## config.mk

```make
export PLATFORM = sky130hd
export DESIGN_NAME = jmsf_top
export DESIGN_NICKNAME = d
export VERILOG_FILES = /design/src/logic/jmsf_pkg.sv /design/src/logic/jmsf_top.sv
export SDC_FILE = /design/constraint.sdc
export NUM_CORES = 1
export LEC_CHECK = 0
export BUFFER_PORTS_ARGS = -buffer_cell sky130_fd_sc_hd__clkbuf_2
export CORE_MARGIN = 10
export CORE_UTILIZATION = 46
export CTS_BUF_LIST = sky130_fd_sc_hd__clkbuf_16
export DETAILED_ROUTE_END_ITERATION = 16
export HOLD_SLACK_MARGIN = 0.03
export PLACE_DENSITY = 0.89
export RECOVER_POWER = 50
export SLEW_MARGIN = 20
export SYNTH_ARGS = -nofsm -noshare
export SYNTH_HDL_FRONTEND = slang
export SYNTH_SLANG_ARGS = --single-unit
```

## constraint.sdc

```tcl
create_clock -name ref_clk_in -period 3.1 [get_ports ref_clk_in]
set_clock_uncertainty 0.2 [all_clocks]
set_input_delay 0.62 -clock ref_clk_in [delete_from_list [all_inputs] [get_ports ref_clk_in]]
set_output_delay 0.62 -clock ref_clk_in [all_outputs]
set_load 0.01 [all_outputs]
```

## src/logic/jmsf_pkg.sv

```systemverilog
// constants and types for the compression module mode and status flag block
package jmsf_pkg;
    // byte addresses on the register bus
    localparam logic [11:0] JMSF_CTRL_ADDR = 12'h0980;
    localparam logic [11:0] JMSF_STAT_ADDR = 12'h0982;
    localparam logic [11:0] JMSF_IEN_ADDR = 12'h0986;
    // control field positions
    localparam int JMSF_EN_BIT = 0;
    localparam int JMSF_MODE_LSB = 1;
    localparam int JMSF_NOOFS_BIT = 4;
    localparam int JMSF_ROT_BIT = 8;
    localparam int JMSF_SWRST_BIT = 7;
    // status bit positions
    localparam int JMSF_ST_FILEOUT = 14;
    localparam int JMSF_ST_LVL_LSB = 12;
    localparam int JMSF_ST_SIZE = 11;
    localparam int JMSF_ST_THR = 10;
    localparam int JMSF_ST_FULL = 9;
    localparam int JMSF_ST_EMPTY = 8;
    localparam int JMSF_ST_DEC = 5;
    localparam int JMSF_ST_MARK = 4;
    localparam int JMSF_ST_LBOVF = 2;
    localparam int JMSF_ST_CODEC = 1;
    localparam int JMSF_ST_LBINT = 0;
    // writable masks and reset values
    localparam logic [15:0] JMSF_CTRL_WMASK = 16'h011F;
    localparam logic [15:0] JMSF_IEN_WMASK = 16'h0F37;
    localparam logic [15:0] JMSF_W1C_MASK = 16'h0F20;
    localparam logic [15:0] JMSF_CTRL_RST = 16'h0000;
    localparam logic [15:0] JMSF_IEN_RST = 16'h0000;
    localparam logic [15:0] JMSF_STAT_FIXED = 16'h0080;
    // fifo level threshold, error detect on value and normal mode
    localparam logic [15:0] JMSF_LVL_SMALL = 16'h0004;
    localparam logic [1:0] JMSF_ERRDET_ON = 2'b01;
    localparam logic [2:0] JMSF_MODE_NORMAL = 3'b000;
    // data path modes
    typedef enum logic [2:0] {
        JMSF_M_NORMAL = 3'b000,
        JMSF_M_YUV422_IN = 3'b001,
        JMSF_M_RSVD2 = 3'b010,
        JMSF_M_YUV422_OUT = 3'b011,
        JMSF_M_HOST_CODEC = 3'b100,
        JMSF_M_YUV420_IN = 3'b101,
        JMSF_M_RSVD6 = 3'b110,
        JMSF_M_YUV420_OUT = 3'b111
    } jmsf_mode_e;
    // bus handshake state
    typedef enum logic [1:0] {
        JMSF_BS_IDLE,
        JMSF_BS_ACK
    } jmsf_bus_e;
endpackage : jmsf_pkg

```

## src/logic/jmsf_top.sv

```systemverilog
// compression module control, mode routing and status flag register bank
//
// The Avalon-MM interface to the registers was chosen for this implementation.
`timescale 1ns/1ps
`default_nettype none
module jmsf_top (
    // clock, reset, enable
    input wire logic ref_clk_in,
    input wire logic sys_rst_in,
    input wire logic clk_en_in,
    // avalon-mm slave
    input wire logic [11:0] avs_address_in,
    input wire logic avs_read_in,
    input wire logic avs_write_in,
    input wire logic [15:0] avs_writedata_in,
    input wire logic [1:0] avs_byteenable_in,
    output logic [15:0] avs_readdata_out,
    output logic avs_waitrequest_out,
    output logic [1:0] avs_response_out,
    // codec and fifo condition inputs
    input wire logic codec_file_out_in,
    input wire logic [15:0] fifo_count_in,
    input wire logic [15:0] fifo_size_in,
    input wire logic [1:0] fifo_trig_sel_in,
    input wire logic [31:0] enc_size_limit_in,
    input wire logic [31:0] enc_size_result_in,
    input wire logic decode_done_in,
    input wire logic decode_err_in,
    input wire logic [1:0] err_det_mode_in,
    input wire logic marker_read_in,
    input wire logic lb_overflow_in,
    input wire logic codec_irq_in,
    input wire logic op_status_read_in,
    input wire logic lb_req_pending_in,
    // mode and routing outputs
    output logic module_clk_en_out,
    output logic module_rst_out,
    output logic [2:0] data_mode_out,
    output logic bypass_out,
    output logic host_yuv_in_out,
    output logic host_yuv_out_out,
    output logic yuv420_out,
    output logic host_codec_out,
    output logic no_offset_out,
    output logic rotate_out,
    output logic irq_out
);
    import jmsf_pkg::*;

    typedef struct packed {
        jmsf_bus_e bus;
        logic [15:0] rdata;
        logic [15:0] ctrl;
        logic [15:0] ien;
        logic [11:0] flags;
        logic swrst;
        logic route_bypass;
        logic route_yin;
        logic route_yout;
        logic route_420;
        logic route_codec;
        logic irq;
    } jmsf_state_s;

    jmsf_state_s st_reg;
    jmsf_state_s st_next;

    // live fifo and encode conditions
    logic [15:0] quarter;
    logic [15:0] half;
    logic [1:0] lvl;
    logic lvl_empty;
    logic lvl_full;
    logic thr_met;
    logic size_viol;
    logic [15:0] stat_view;
    logic [15:0] wmask;
    logic [15:0] w1c;
    logic acc;
    jmsf_mode_e mode;

    // fifo level buckets, quarter and half thresholds taken from configured size
    always_comb begin
        quarter = {2'b00, fifo_size_in[15:2]};
        half = {1'b0, fifo_size_in[15:1]};
        lvl_empty = (fifo_count_in == 16'h0000);
        lvl_full = (fifo_count_in >= fifo_size_in) && !lvl_empty;
        if (fifo_count_in > half) begin
            lvl = 2'b11;
        end else if (fifo_count_in > quarter) begin
            lvl = 2'b10;
        end else if (fifo_count_in > JMSF_LVL_SMALL) begin
            lvl = 2'b01;
        end else begin
            lvl = 2'b00;
        end
        // trigger select picks which level bucket counts as met
        case (fifo_trig_sel_in)
            2'b00: thr_met = !lvl_empty;
            2'b01: thr_met = (lvl >= 2'b01);
            2'b10: thr_met = (lvl >= 2'b10);
            default: thr_met = (lvl == 2'b11);
        endcase
        size_viol = (enc_size_result_in > enc_size_limit_in);
    end

    // byte lane mask and access decode
    always_comb begin
        wmask = {{8{avs_byteenable_in[1]}}, {8{avs_byteenable_in[0]}}};
        acc = (avs_read_in || avs_write_in) && (st_reg.bus == JMSF_BS_IDLE);
        mode = jmsf_mode_e'(st_reg.ctrl[JMSF_MODE_LSB +: 3]);
        w1c = (acc && avs_write_in && avs_address_in == JMSF_STAT_ADDR)
            ? (avs_writedata_in & wmask & JMSF_W1C_MASK) : 16'h0000;
    end

    // status view: flags masked by their enables, bit 7 fixed high
    always_comb begin
        stat_view = JMSF_STAT_FIXED;
        stat_view[JMSF_ST_FILEOUT] = codec_file_out_in;
        stat_view[JMSF_ST_LVL_LSB +: 2] = lvl;
        stat_view[11:0] = stat_view[11:0] | (st_reg.flags & st_reg.ien[11:0]);
    end

    // next state
    always_comb begin
        st_next = st_reg;
        st_next.swrst = 1'b0;
        // bus: one wait cycle then answer
        case (st_reg.bus)
            JMSF_BS_IDLE: begin
                if (acc) begin
                    st_next.bus = JMSF_BS_ACK;
                    st_next.rdata = 16'h0000;
                    if (avs_read_in && avs_address_in == JMSF_CTRL_ADDR) begin
                        st_next.rdata = st_reg.ctrl & JMSF_CTRL_WMASK;
                    end else if (avs_read_in && avs_address_in == JMSF_STAT_ADDR) begin
                        st_next.rdata = stat_view;
                    end else if (avs_read_in && avs_address_in == JMSF_IEN_ADDR) begin
                        st_next.rdata = st_reg.ien;
                    end
                    if (avs_write_in && avs_address_in == JMSF_CTRL_ADDR) begin
                        st_next.ctrl = (st_reg.ctrl & ~wmask)
                            | (avs_writedata_in & wmask & JMSF_CTRL_WMASK);
                        // write-only reset strobe, writing 0 has no effect
                        st_next.swrst = avs_writedata_in[JMSF_SWRST_BIT] && wmask[JMSF_SWRST_BIT];
                    end
                    if (avs_write_in && avs_address_in == JMSF_IEN_ADDR) begin
                        st_next.ien = (st_reg.ien & ~wmask) | (avs_writedata_in & wmask & JMSF_IEN_WMASK);
                    end
                end
            end
            JMSF_BS_ACK: st_next.bus = JMSF_BS_IDLE;
            default: st_next.bus = JMSF_BS_IDLE;
        endcase

        // write-one-clear, refused while the condition still holds; marker clears on enable low, codec on status read
        if (w1c[JMSF_ST_SIZE] && !size_viol) st_next.flags[JMSF_ST_SIZE] = 1'b0;
        if (w1c[JMSF_ST_THR] && !thr_met) st_next.flags[JMSF_ST_THR] = 1'b0;
        if (w1c[JMSF_ST_FULL] && !lvl_full) st_next.flags[JMSF_ST_FULL] = 1'b0;
        if (w1c[JMSF_ST_EMPTY] && !lvl_empty) st_next.flags[JMSF_ST_EMPTY] = 1'b0;
        if (w1c[JMSF_ST_DEC]) st_next.flags[JMSF_ST_DEC] = 1'b0;
        if (!st_next.ien[JMSF_ST_MARK]) st_next.flags[JMSF_ST_MARK] = 1'b0;
        if (op_status_read_in) st_next.flags[JMSF_ST_CODEC] = 1'b0;
        // module reset drops every sticky flag, conditions re-arm below
        if (st_reg.swrst) st_next.flags = 12'h000;

        // sets win over clears
        if (size_viol) st_next.flags[JMSF_ST_SIZE] = 1'b1;
        if (thr_met) st_next.flags[JMSF_ST_THR] = 1'b1;
        if (lvl_full) st_next.flags[JMSF_ST_FULL] = 1'b1;
        if (lvl_empty) st_next.flags[JMSF_ST_EMPTY] = 1'b1;
        if (decode_done_in && !(err_det_mode_in == JMSF_ERRDET_ON && decode_err_in)) begin
            st_next.flags[JMSF_ST_DEC] = 1'b1;
        end
        if (marker_read_in && st_next.ien[JMSF_ST_MARK]) st_next.flags[JMSF_ST_MARK] = 1'b1;
        if (lb_overflow_in) st_next.flags[JMSF_ST_LBOVF] = 1'b1;
        if (codec_irq_in) st_next.flags[JMSF_ST_CODEC] = 1'b1;
        // line buffer interrupt is a live follower, not sticky
        st_next.flags[JMSF_ST_LBINT] = lb_req_pending_in && (mode != JMSF_M_NORMAL);

        // routing decode, registered so outputs come from flops
        st_next.route_yin = 1'b0;
        st_next.route_yout = 1'b0;
        st_next.route_420 = 1'b0;
        st_next.route_codec = 1'b0;
        st_next.route_bypass = 1'b0;
        case (jmsf_mode_e'(st_next.ctrl[JMSF_MODE_LSB +: 3]))
            JMSF_M_YUV422_IN: begin
                st_next.route_yin = 1'b1;
                st_next.route_bypass = 1'b1;
            end
            JMSF_M_YUV422_OUT: begin
                st_next.route_yout = 1'b1;
                st_next.route_bypass = 1'b1;
            end
            JMSF_M_HOST_CODEC: begin
                // encode and decode both start and end at the host port
                st_next.route_codec = 1'b1;
            end
            JMSF_M_YUV420_IN: begin
                st_next.route_yin = 1'b1;
                st_next.route_420 = 1'b1;
                st_next.route_bypass = 1'b1;
            end
            JMSF_M_YUV420_OUT: begin
                st_next.route_yout = 1'b1;
                st_next.route_420 = 1'b1;
                st_next.route_bypass = 1'b1;
            end
            default: st_next.route_bypass = 1'b0;
        endcase
        st_next.irq = |(st_next.flags & st_next.ien[11:0]);
    end

    // state register, frozen while the clock enable is low
    always_ff @(posedge ref_clk_in) begin
        if (sys_rst_in) begin
            st_reg <= '0;
            st_reg.ctrl <= JMSF_CTRL_RST;
            st_reg.ien <= JMSF_IEN_RST;
        end else if (clk_en_in) begin
            st_reg <= st_next;
        end
    end

    // outputs straight from flops
    always_comb begin
        avs_readdata_out = st_reg.rdata;
        avs_waitrequest_out = (st_reg.bus != JMSF_BS_ACK);
        avs_response_out = 2'b00;
        module_clk_en_out = st_reg.ctrl[JMSF_EN_BIT];
        module_rst_out = st_reg.swrst;
        data_mode_out = st_reg.ctrl[JMSF_MODE_LSB +: 3];
        bypass_out = st_reg.route_bypass;
        host_yuv_in_out = st_reg.route_yin;
        host_yuv_out_out = st_reg.route_yout;
        yuv420_out = st_reg.route_420;
        host_codec_out = st_reg.route_codec;
        no_offset_out = st_reg.ctrl[JMSF_NOOFS_BIT];
        rotate_out = st_reg.ctrl[JMSF_ROT_BIT];
        irq_out = st_reg.irq;
    end
endmodule : jmsf_top
`default_nettype wire
```

==> flow_summary.html, run 1 <==
<table>
<tr><th>Metric</th><th>Value</th></tr>
<tr><th colspan="2">Synth</th></tr>
<tr><td>Cell with the most instances after synthesis</td><td>ha_1</td></tr>
<tr><td>Async set or reset register ratio after synthesis</td><td>0%</td></tr>
<tr><td>Top-area cell type share of the netlist area</td><td>24.7%</td></tr>
<tr><td>Gate count of the mapped netlist</td><td>594</td></tr>
<tr><td>Distinct cells, synth</td><td>57</td></tr>
<tr><td>Dominant register cell in the synthesized netlist</td><td>dfxtp_1</td></tr>
<tr><td>Most used standard cells in the synthesized netlist</td><td>ha_1 (77), inv_1 (59), dfxtp_1 (58)</td></tr>
<tr><td>Flip-flop and latch count after synthesis</td><td>58</td></tr>
<tr><td>Cell type with the largest total area after synthesis</td><td>dfxtp_1</td></tr>
<tr><td>Synth warn</td><td>0</td></tr>
<tr><td>Cell area after technology mapping</td><td>0.00470 mm²</td></tr>
<tr><td>Sequential element share of the synthesized area</td><td>24.7%</td></tr>
<tr><td>Leading cell types by total area after synthesis</td><td>dfxtp_1 (25%), ha_1 (21%), a21oi_1 (5.8%), inv_1 (4.7%), nor2_1 (4.5%)</td></tr>
<tr><td>Average instance area after synthesis</td><td>7.91 µm²</td></tr>
<tr><td>Count of flip-flops with a built-in enable after synthesis</td><td>0</td></tr>
<tr><th colspan="2">Finish</th></tr>
<tr><td>Number of standard cells in the final layout excluding fillers</td><td>899</td></tr>
<tr><td>Share of cells above drive strength 1</td><td>24.5%</td></tr>
<tr><td>Diode count</td><td>0</td></tr>
<tr><td>Count of filler cells inserted in the layout</td><td>836</td></tr>
<tr><td>Largest register FFs</td><td>29</td></tr>
<tr><td>Area Growth Syn to Fin</td><td>26.2%</td></tr>
<tr><td>Net count reported at finish</td><td>981</td></tr>
<tr><td>Core occupancy in the finished layout</td><td>60.1%</td></tr>
<tr><th colspan="2">Job</th></tr>
<tr><td>Max-Cap Viols</td><td>0</td></tr>
<tr><th colspan="2">Clock tree</th></tr>
<tr><td>Total number of H-tree levels</td><td>3</td></tr>
<tr><td>Clock transition at the register clock pins on the worst setup and hold paths after CTS</td><td>50 ps</td></tr>
<tr><td>Clock latency on the worst-skew pair</td><td>330 ps</td></tr>
<tr><td>Hold buffer count at cts</td><td>0</td></tr>
<tr><td>Clock root buffer</td><td>clkbuf_16</td></tr>
<tr><td># Post-CTS Setup Buffers</td><td>0</td></tr>
<tr><td>Maximum buffer depth of the clock tree</td><td>2</td></tr>
<tr><td>Clock buffer count from CTS</td><td>9</td></tr>
<tr><td>CTS tree</td><td>built</td></tr>
<tr><td>Resized Gates After CTS</td><td>0</td></tr>
<tr><td>TritonCTS Sinks</td><td>58</td></tr>
<tr><th colspan="2">Die</th></tr>
<tr><td>Core footprint</td><td>0.00986 mm²</td></tr>
<tr><td>Initial cell density of the core</td><td>47.6%</td></tr>
<tr><td>Count of standard-cell rows</td><td>36</td></tr>
<tr><td>Die Area</td><td>0.0147 mm²</td></tr>
<tr><td>Boundary pin count</td><td>175</td></tr>
<tr><td>Vertical die dimension</td><td>121 µm</td></tr>
<tr><td>Die outline width</td><td>121 µm</td></tr>
<tr><th colspan="2">Worst setup path</th></tr>
<tr><td>Launch instance of the worst register-to-register path</td><td>st_reg[67]</td></tr>
<tr><td>Capture instance of the worst register-to-register path</td><td>irq_out</td></tr>
<tr><td>R2R setup slack</td><td>660 ps</td></tr>
<tr><td>Data required, critical path</td><td>3080 ps</td></tr>
<tr><td>Maximum fanout along the worst path</td><td>4</td></tr>
<tr><td>Depth of the worst register-to-register path</td><td>8</td></tr>
<tr><td>Endpoint kind of the worst setup timing path</td><td>flop</td></tr>
<tr><td>Crit Path Class</td><td>input pin to flop</td></tr>
<tr><td>Startpoint type of the worst setup path</td><td>input pin</td></tr>
<tr><td>Arrival time of data at the critical path endpoint</td><td>2860 ps</td></tr>
<tr><th colspan="2">Routing</th></tr>
<tr><td>Post-detailed-route wirelength per cell</td><td>16.5 µm</td></tr>
<tr><td>Remaining routing DRC violations</td><td>0</td></tr>
<tr><td>Avg Vias per Cell</td><td>5.48</td></tr>
<tr><td>DRT Wirelength</td><td>14800 µm</td></tr>
<tr><td>Number of violations reported at the end of detailed-routing iteration 0</td><td>366</td></tr>
<tr><td>Number of vias after detailed routing</td><td>4930</td></tr>
<tr><td>Antenna-violating nets left</td><td>0</td></tr>
<tr><td>Pre-antenna DRT Iters</td><td>5</td></tr>
<tr><th colspan="2">STA</th></tr>
<tr><td>Max-slew violation total from the final report</td><td>0</td></tr>
<tr><td>Minimum clock period after layout</td><td>2890 ps</td></tr>
<tr><td>Slew @ Worst Pin</td><td>757 ps</td></tr>
<tr><td>Tightest slew margin relative to the limit</td><td>49.6%</td></tr>
<tr><td>Unrepaired setup endpoints after global routing</td><td>no</td></tr>
<tr><td>Number of setup violations in the final report</td><td>0</td></tr>
<tr><td>F_max</td><td>347 MHz</td></tr>
<tr><td>Worst slack on hold paths</td><td>255 ps</td></tr>
<tr><td>Fraction of the cycle the final worst path needs</td><td>93.1%</td></tr>
<tr><td>Post-route setup TNS</td><td>0 ps</td></tr>
<tr><td>Number of failing hold endpoints at the final stage</td><td>0</td></tr>
<tr><th colspan="2">Global routing</th></tr>
<tr><td>Vias in the first global route</td><td>4785</td></tr>
<tr><td>Pin count of the biggest net entering global routing</td><td>37</td></tr>
<tr><td>Global-route wire length before repair</td><td>23300 µm</td></tr>
<tr><td>Leftover overflow at the end of global routing</td><td>0</td></tr>
<tr><td>Number of antenna violations at the first check in global routing</td><td>0</td></tr>
<tr><td>Total routing usage reported by global routing</td><td>19.3%</td></tr>
<tr><th colspan="2">Worst hold path</th></tr>
<tr><td>Hold Path Sink</td><td>avs_readdata_out[15]</td></tr>
<tr><td>Hold WC Path Type</td><td>flop to flop</td></tr>
<tr><td>WHS Path Cells</td><td>2</td></tr>
<tr><td>Start point of the worst min-delay path</td><td>avs_readdata_out[15]</td></tr>
<tr><th colspan="2">Placement</th></tr>
<tr><td>HPWL after detailed placement</td><td>12000 µm</td></tr>
<tr><td># placed instances</td><td>883</td></tr>
<tr><td>Port Buffers</td><td>167</td></tr>
<tr><td>Routability cong.</td><td>0.986</td></tr>
<tr><th colspan="2">Power</th></tr>
<tr><td>Power density over the cells</td><td>369 mW/mm²</td></tr>
<tr><td>Peak supply drop</td><td>0.254 mV</td></tr>
<tr><td>Leakage component of the power</td><td>2.83 nW</td></tr>
<tr><th colspan="2">Outcome</th></tr>
<tr><td>Run status</td><td>completed</td></tr>
</table>
## kinds of logic after synthesis
logic type	share of synthesized area, %
adder cells (fa/ha/maj)	20.5
AO/OA/AOI/OAI	19.0
other	0.0798
flip-flops	24.7
buffers and inverters	10.1
multiplexers	4.18
AND/OR/NAND/NOR	21.4
## where the power goes
part / leakage [nW] / total (W) / switching (W) / internal (W)
Combinational: 2.21 / 0.000457 / 0.000248 / 0.000209
Sequential: 0.471 / 0.000784 / 0.0000161 / 0.000767
Clock: 0.146 / 0.000950 / 0.000338 / 0.000611
Total: 2.83 / 0.00219 / 0.000602 / 0.00159
## how the worst max path moves through the flow
| stage | from | endpoint | slack (ps) |
|---|---|---|---|
| floorplan | avs_address_in[3] | irq_out | 20 |
| global placement | avs_address_in[3] | irq_out | -60 |
| detailed placement | avs_address_in[3] | irq_out | -60 |
| CTS | avs_address_in[3] | irq_out | 240 |
| global route | avs_address_in[3] | data_mode_out[0] | 40 |
| finish | avs_address_in[3] | irq_out | 210 |
## routing by layer
metal	up-vias	share of wire, %	track usage [%]
met5	-	0	0
met4	0	3.6	10.3
met3	46	9.4	6.42
met1	2198	42	21.9
li1	2462	-	-
met2	224	45	31.4
## worst max-delay path: stages
cell	delay, ps
clkbuf_2	80
or4_4	580
nor4_1	310
buf_4	180
nand3_1	80
a32oi_1	240
o221ai_1	170
nor4_1	320
o21a_1	180
a311oi_2	90
## layout by cell type, fill, tap and decap left out, drive strengths merged, types with 3 or more instances in the layout
cell type and n:
inv 60, nand3 15, o21ai 18, a311oi 9
or3 4, nand4 15, nand2b 5, a21o 6
a21oi 54, nor2 56, nor2b 6, a211oi 8
a22oi 4, a31oi 3, o2111ai 5, mux2i 17
clkinv 4, nor4 15, nand2 47, o21a 6
buf 29, clkbuf 178, nor3 7, ha 77
and2 14, nand3b 4, o211ai 11, dfxtp 58
## cell type report
| cell class | count | area (µm²) | share of cell area (%) |
|---|---|---|---|
| clock buffers | 9 | 225 | 3.80 |
| repair buffers | 198 | 1020 | 17.2 |
| clock inverters | 7 | 61.3 | 1.03 |
| flip-flops and latches | 58 | 1160 | 19.6 |
| inverters | 59 | 221 | 3.73 |
| well taps | 133 | 166 | 2.81 |
| multi-input cells | 435 | 3070 | 51.8 |
## through the flow
stage / area (µm²) / power [W] / setup slack (ps)
CTS: 5980 / 0.00220 / 236
floorplan: 4700 / 0.00106 / 21.2
global route: 5930 / 0.00230 / 43.7
global placement: 5700 / 0.00124 / -62.9
detailed placement: 5700 / 0.00125 / -63.1
finish: 5930 / 0.00219 / 215
Power figures use the tool's default switching activity.
==> run 2, diff against run 1 <==
SLEW_MARGIN = not set   (was 20)
clock period = 2.3 ns   (was 3.1 ns; I/O delays follow)
==> flow_summary.html, run 2 (synthesis gave the netlist of run 1 again) <==
<table>
<tr><th>Metric</th><th>Value</th></tr>
<tr><th colspan="2">Die</th></tr>
<tr><td>Die Area</td><td>0.0147 mm²</td></tr>
<tr><td>Core footprint</td><td>0.00986 mm²</td></tr>
<tr><td>Count of standard-cell rows</td><td>36</td></tr>
<tr><td>Boundary pin count</td><td>175</td></tr>
<tr><td>Vertical die dimension</td><td>121 µm</td></tr>
<tr><td>Initial cell density of the core</td><td>47.6%</td></tr>
<tr><td>Die outline width</td><td>121 µm</td></tr>
<tr><th colspan="2">Placement</th></tr>
<tr><td>Post-place setup slack</td><td>-633 ps</td></tr>
<tr><td># placed instances</td><td>930</td></tr>
<tr><td>Port Buffers</td><td>167</td></tr>
<tr><td>HPWL after detailed placement</td><td>12700 µm</td></tr>
<tr><td>Routability cong.</td><td>0.923</td></tr>
<tr><th colspan="2">Finish</th></tr>
<tr><td>Diode count</td><td>0</td></tr>
<tr><td>Most frequent cells in the layout</td><td>clkbuf_2 (159), buf_4 (81), ha_1 (69)</td></tr>
<tr><td>Combined area of the multi-input logic cells</td><td>0.00333 mm²</td></tr>
<tr><td>Share of cells above drive strength 1</td><td>37.6%</td></tr>
<tr><td>Count of filler cells inserted in the layout</td><td>698</td></tr>
<tr><td>Number of standard cells in the final layout excluding fillers</td><td>950</td></tr>
<tr><td>Storage element area</td><td>0.00116 mm²</td></tr>
<tr><td>Core occupancy in the finished layout</td><td>68.0%</td></tr>
<tr><td>Commonest non-fill, non-tap cell in the layout</td><td>clkbuf_2</td></tr>
<tr><td>Net count reported at finish</td><td>1032</td></tr>
<tr><td>Largest register FFs</td><td>29</td></tr>
<tr><td>Area Growth Syn to Fin</td><td>42.8%</td></tr>
<tr><th colspan="2">Routing</th></tr>
<tr><td>Antenna-violating nets left</td><td>0</td></tr>
<tr><td>Remaining routing DRC violations</td><td>0</td></tr>
<tr><td>Number of vias after detailed routing</td><td>5327</td></tr>
<tr><td>DRT Wirelength</td><td>16600 µm</td></tr>
<tr><td>Avg Vias per Cell</td><td>5.61</td></tr>
<tr><td>Number of violations reported at the end of detailed-routing iteration 0</td><td>326</td></tr>
<tr><td>Pre-antenna DRT Iters</td><td>6</td></tr>
<tr><td>Post-detailed-route wirelength per cell</td><td>17.5 µm</td></tr>
<tr><th colspan="2">Worst setup path</th></tr>
<tr><td>Endpoint kind of the worst setup timing path</td><td>flop</td></tr>
<tr><td>Data required, critical path</td><td>2300 ps</td></tr>
<tr><td>Maximum fanout along the worst path</td><td>5</td></tr>
<tr><td>Arrival time of data at the critical path endpoint</td><td>2520 ps</td></tr>
<tr><td>Crit Path Class</td><td>input pin to flop</td></tr>
<tr><td>Startpoint type of the worst setup path</td><td>input pin</td></tr>
<tr><th colspan="2">Clock tree</th></tr>
<tr><td>Clock root buffer</td><td>clkbuf_16</td></tr>
<tr><td>CTS tree</td><td>built</td></tr>
<tr><td>Clock transition at the register clock pins on the worst setup and hold paths after CTS</td><td>50 ps</td></tr>
<tr><td>Clock buffer count from CTS</td><td>9</td></tr>
<tr><td>Clock latency on the worst-skew pair</td><td>320 ps</td></tr>
<tr><td>Hold buffer count at cts</td><td>0</td></tr>
<tr><td>Total number of H-tree levels</td><td>3</td></tr>
<tr><td>TritonCTS Sinks</td><td>58</td></tr>
<tr><td>Maximum buffer depth of the clock tree</td><td>2</td></tr>
<tr><th colspan="2">Global routing</th></tr>
<tr><td>Pin count of the biggest net entering global routing</td><td>34</td></tr>
<tr><td>Leftover overflow at the end of global routing</td><td>0</td></tr>
<tr><td>Vias in the first global route</td><td>5305</td></tr>
<tr><td>Number of antenna violations at the first check in global routing</td><td>0</td></tr>
<tr><td>Total routing usage reported by global routing</td><td>21.2%</td></tr>
<tr><td>Global-route wire length before repair</td><td>25700 µm</td></tr>
<tr><th colspan="2">STA</th></tr>
<tr><td>Fraction of the cycle the final worst path needs</td><td>110%</td></tr>
<tr><td>Number of failing hold endpoints at the final stage</td><td>0</td></tr>
<tr><td>F_max</td><td>396 MHz</td></tr>
<tr><td>Minimum clock period after layout</td><td>2520 ps</td></tr>
<tr><td>Worst slack on hold paths</td><td>194 ps</td></tr>
<tr><td>Max-slew violation total from the final report</td><td>0</td></tr>
<tr><td>Number of setup violations in the final report</td><td>3</td></tr>
<tr><td>Slew @ Worst Pin</td><td>710 ps</td></tr>
<tr><td>Unrepaired setup endpoints after global routing</td><td>yes</td></tr>
<tr><td>Tightest slew margin relative to the limit</td><td>52.6%</td></tr>
<tr><td>Min setup slack post-route</td><td>-224 ps</td></tr>
<tr><th colspan="2">Power</th></tr>
<tr><td>Leakage component of the power</td><td>3.26 nW</td></tr>
<tr><td>Total power</td><td>0.00318 W</td></tr>
<tr><td>Power density over the cells</td><td>473 mW/mm²</td></tr>
<tr><td>Peak supply drop</td><td>0.322 mV</td></tr>
<tr><th colspan="2">Outcome</th></tr>
<tr><td>Run status</td><td>complete, but fails checks</td></tr>
<tr><td>Failing checks</td><td>negative setup slack</td></tr>
<tr><th colspan="2">Worst hold path</th></tr>
<tr><td>Hold WC Path Type</td><td>input pin to flop</td></tr>
<tr><th colspan="2">Job</th></tr>
<tr><td>Max-Cap Viols</td><td>0</td></tr>
</table>
==> run 2: cell count changes in the layout (fill, tap and decap cells not counted), sizes merged <==
cell	before	now
inv	60	63
clkinv	4	1
bufinv	1	2
clkinvlp	1	0
clkbuf	178	168
buf	29	90
==> run 2: worst paths after layout <==
check        cells after the start             end  slack [ps]                 from
max                              9         irq_out        -220    avs_address_in[3]
min                              3  module_rst_out         190  avs_writedata_in[7]
max reg2reg                      9         irq_out         -70           st_reg[67]
min reg2reg                      1      st_reg[34]         250           st_reg[34]
==> run 2: cell type report <==
| cell class | instances | share of cell area [%] |
|---|---|---|
| inverter | 59 | 3.45 |
| timing repair buffer | 249 | 22.7 |
| multi-input combinational | 435 | 49.6 |
| tap | 133 | 2.48 |
| sequential | 58 | 17.3 |
| clock inverter | 7 | 1.17 |
| clock buffer | 9 | 3.36 |
==> run 2: power by group <==
group | switching (W) | internal (W)
Clock | 0.000443 | 0.000927
Combinational | 0.000384 | 0.000365
Sequential | 0.0000226 | 0.00103
==> run 2: critical path: stages <==
cell and delay, ps:
clkbuf_2 80, or4_4 610, nor4_4 190, nor2b_4 210, mux2i_2 250, a21oi_1 120, nor4_2 330, o21a_1 180
a311oi_2 100
==> run 2: metrics by stage <==
step | instance area, µm² | setup TNS [ps]
after detailed placement | 6090 | -11630
after floorplan | 4730 | -3050
after global placement | 6090 | -9890
after global routing | 6710 | -1870
final | 6710 | -234
after CTS | 6500 | -367
==> run 2: routing by layer <==
layer	track usage (%)	share of wire, %	vias to the layer above
li1	-	-	2552
met1	23.2	39	2439
met2	37.6	48	289
met3	7.45	10	47
met4	6.71	2.7	0
met5	0	0	-
==> run 2: what timing repair did <==
action                                  4_1_cts  5_1_grt
setup buffers                                 3        2
pin swaps                                     7       24
gates resized for setup                      15       55
endpoints found under the setup margin        9       25
==> run 3, diff against run 2 <==
PLACE_DENSITY = 0.78   (was 0.89)
==> flow_summary.html, run 3 (synthesis gave the netlist of run 1 again) <==
<table>
<tr><th>Metric</th><th>Value</th></tr>
<tr><th colspan="2">Outcome</th></tr>
<tr><td>Run status</td><td>complete, but fails checks</td></tr>
<tr><td>Failing checks</td><td>negative setup slack</td></tr>
<tr><th colspan="2">STA</th></tr>
<tr><td>Minimum clock period after layout</td><td>2490 ps</td></tr>
<tr><td>Tightest slew margin relative to the limit</td><td>53.3%</td></tr>
<tr><td>Fraction of the cycle the final worst path needs</td><td>108%</td></tr>
<tr><td>F_max</td><td>401 MHz</td></tr>
<tr><td>Worst slack on hold paths</td><td>181 ps</td></tr>
<tr><td>Number of failing hold endpoints at the final stage</td><td>0</td></tr>
<tr><td>Max-slew violation total from the final report</td><td>0</td></tr>
<tr><td>Min setup slack post-route</td><td>-191 ps</td></tr>
<tr><td>Unrepaired setup endpoints after global routing</td><td>yes</td></tr>
<tr><td>Slew @ Worst Pin</td><td>701 ps</td></tr>
<tr><td>Number of setup violations in the final report</td><td>10</td></tr>
<tr><th colspan="2">Clock tree</th></tr>
<tr><td>Clock latency on the worst-skew pair</td><td>330 ps</td></tr>
<tr><td>Clock transition at the register clock pins on the worst setup and hold paths after CTS</td><td>60 ps</td></tr>
<tr><td>Clock buffer count from CTS</td><td>9</td></tr>
<tr><td>Maximum buffer depth of the clock tree</td><td>2</td></tr>
<tr><td>Clock root buffer</td><td>clkbuf_16</td></tr>
<tr><td>CTS tree</td><td>built</td></tr>
<tr><td>Total number of H-tree levels</td><td>3</td></tr>
<tr><td>TritonCTS Sinks</td><td>58</td></tr>
<tr><td>Hold buffer count at cts</td><td>0</td></tr>
<tr><th colspan="2">Power</th></tr>
<tr><td>Power density over the cells</td><td>477 mW/mm²</td></tr>
<tr><td>Combinational group share of total power</td><td>23.3%</td></tr>
<tr><td>Clock network power share</td><td>44.2%</td></tr>
<tr><td>Internal</td><td>0.00234 W</td></tr>
<tr><td>Switching power total</td><td>0.000906 W</td></tr>
<tr><td>Leakage component of the power</td><td>3.21 nW</td></tr>
<tr><td>Proportion of total power due to net switching</td><td>27.9%</td></tr>
<tr><td>Sequential fraction of design power</td><td>32.5%</td></tr>
<tr><td>Peak supply drop</td><td>0.640 mV</td></tr>
<tr><th colspan="2">Finish</th></tr>
<tr><td>Count of filler cells inserted in the layout</td><td>782</td></tr>
<tr><td>Largest register FFs</td><td>29</td></tr>
<tr><td>Core occupancy in the finished layout</td><td>69.0%</td></tr>
<tr><td>Number of standard cells in the final layout excluding fillers</td><td>956</td></tr>
<tr><td>Most frequent cells in the layout</td><td>clkbuf_2 (137), buf_4 (82), ha_1 (72)</td></tr>
<tr><td>Commonest non-fill, non-tap cell in the layout</td><td>clkbuf_2</td></tr>
<tr><td>Diode count</td><td>0</td></tr>
<tr><td>Area Growth Syn to Fin</td><td>44.8%</td></tr>
<tr><td>Net count reported at finish</td><td>1038</td></tr>
<tr><td>Share of cells above drive strength 1</td><td>37.5%</td></tr>
<tr><th colspan="2">Global routing</th></tr>
<tr><td>Total routing usage reported by global routing</td><td>21.1%</td></tr>
<tr><td>Number of antenna violations at the first check in global routing</td><td>0</td></tr>
<tr><td>Global-route wire length before repair</td><td>25800 µm</td></tr>
<tr><td>Vias in the first global route</td><td>5502</td></tr>
<tr><td>Pin count of the biggest net entering global routing</td><td>32</td></tr>
<tr><td>Leftover overflow at the end of global routing</td><td>0</td></tr>
<tr><th colspan="2">Die</th></tr>
<tr><td>Boundary pin count</td><td>175</td></tr>
<tr><td>Die Area</td><td>0.0147 mm²</td></tr>
<tr><td>Initial cell density of the core</td><td>47.6%</td></tr>
<tr><td>Count of standard-cell rows</td><td>36</td></tr>
<tr><td>Die outline width</td><td>121 µm</td></tr>
<tr><td>Vertical die dimension</td><td>121 µm</td></tr>
<tr><td>Core footprint</td><td>0.00986 mm²</td></tr>
<tr><th colspan="2">Worst setup path</th></tr>
<tr><td>Buf/Inv on CP</td><td>3</td></tr>
<tr><td>Data required, critical path</td><td>2340 ps</td></tr>
<tr><td>Most used cell, CP</td><td>buf_4</td></tr>
<tr><td>Launch instance of the worst register-to-register path</td><td>st_reg[67]</td></tr>
<tr><td>Endpoint kind of the worst setup timing path</td><td>flop</td></tr>
<tr><td>Top cell family by delay on the critical path</td><td>compound AO/OA/AOI/OAI gates</td></tr>
<tr><td>Launch point of the critical path</td><td>fifo_count_in[11]</td></tr>
<tr><td>Crit Path Class</td><td>input pin to flop</td></tr>
<tr><td>Arrival time of data at the critical path endpoint</td><td>2540 ps</td></tr>
<tr><td>Maximum fanout along the worst path</td><td>4</td></tr>
<tr><td>Startpoint type of the worst setup path</td><td>input pin</td></tr>
<tr><td>CP max stage delay</td><td>310 ps</td></tr>
<tr><td>Slowest stage cell on the critical path</td><td>ha_1</td></tr>
<tr><td>Chain of cells forming the critical path</td><td>buf_2 &gt; buf_4 &gt; ha_1 &gt; nand4_1 &gt; nor3_2 &gt; o21ai_1 &gt; a21oi_1 &gt; o41ai_1 &gt; buf_4 &gt; a221o_1 &gt; a311oi_2</td></tr>
<tr><th colspan="2">Placement</th></tr>
<tr><td># placed instances</td><td>934</td></tr>
<tr><td>Routability cong.</td><td>0.953</td></tr>
<tr><td>Port Buffers</td><td>167</td></tr>
<tr><td>HPWL after detailed placement</td><td>13200 µm</td></tr>
<tr><td>Post-place setup slack</td><td>-558 ps</td></tr>
<tr><th colspan="2">Routing</th></tr>
<tr><td>DRT Wirelength</td><td>16700 µm</td></tr>
<tr><td>Remaining routing DRC violations</td><td>0</td></tr>
<tr><td>Antenna-violating nets left</td><td>0</td></tr>
<tr><td>Number of violations reported at the end of detailed-routing iteration 0</td><td>461</td></tr>
<tr><td>Pre-antenna DRT Iters</td><td>5</td></tr>
<tr><td>Number of vias after detailed routing</td><td>5297</td></tr>
<tr><td>Post-detailed-route wirelength per cell</td><td>17.5 µm</td></tr>
<tr><td>Avg Vias per Cell</td><td>5.54</td></tr>
<tr><th colspan="2">Job</th></tr>
<tr><td>Max-Cap Viols</td><td>0</td></tr>
<tr><th colspan="2">Worst hold path</th></tr>
<tr><td>Start point of the worst min-delay path</td><td>avs_writedata_in[7]</td></tr>
<tr><td>Hold WC Path Type</td><td>input pin to flop</td></tr>
</table>
run 3: power by group through the flow:
stage	clock, W	sequential, W	combinational, W
after floorplan	0	0.00107	0.000362
after global placement	0	0.00107	0.000664
after detailed placement	0	0.00107	0.000693
after CTS	0.00143	0.00105	0.000703
after global routing	0.00148	0.00106	0.000837
final	0.00143	0.00106	0.000754
run 3: area by class of cell:
class	instances	area (µm²)	area share [%]
clock buffer	9	225	3.31
sequential	58	1160	17.1
clock inverter	7	92.6	1.36
multi-input combinational	435	3410	50.1
inverter	59	224	3.29
timing repair buffer	255	1530	22.4
tap	133	166	2.45
run 3: what timing repair did:
action,4_1_cts,5_1_grt
gates resized for setup,10,74
pin swaps,1,29
setup buffers,2,6
endpoints found under the setup margin,8,31
run 3: worst reg2reg max path, cell delays in order (launching register included):
cell      delay [ps]
dfxtp_1          310
nand3b_1         200
nor4_4           340
buf_4            230
mux2i_1          260
o221ai_2         130
nor4_2           170
o21a_1           170
a311oi_2          90
run 3: layer usage:
layer  wire length, µm  vias to the layer above  track usage [%]
li1                  -                     2563                -
met1              7070                     2457             25.0
met2              7910                      248             36.5
met3              1470                       29             6.47
met4               277                        0             4.75
met5                 0                        -                0
run 3: through the flow:
| stage | power, W | area [µm²] | setup TNS [ps] |
|---|---|---|---|
| after floorplan | 0.00143 | 4730 | -3050 |
| after global placement | 0.00174 | 6110 | -6760 |
| after detailed placement | 0.00177 | 6110 | -10200 |
| after CTS | 0.00319 | 6490 | -347 |
| after global routing | 0.00338 | 6800 | -3210 |
| final | 0.00324 | 6800 | -797 |
run 3: path summary, 6_finish.rpt:
| kind | to | slack, ps | cells past startpoint |
|---|---|---|---|
| min | module_rst_out | 180 | 3 |
| max | irq_out | -190 | 11 |
| min reg2reg | avs_readdata_out[15] | 260 | 2 |
| max reg2reg | irq_out | 70 | 8 |
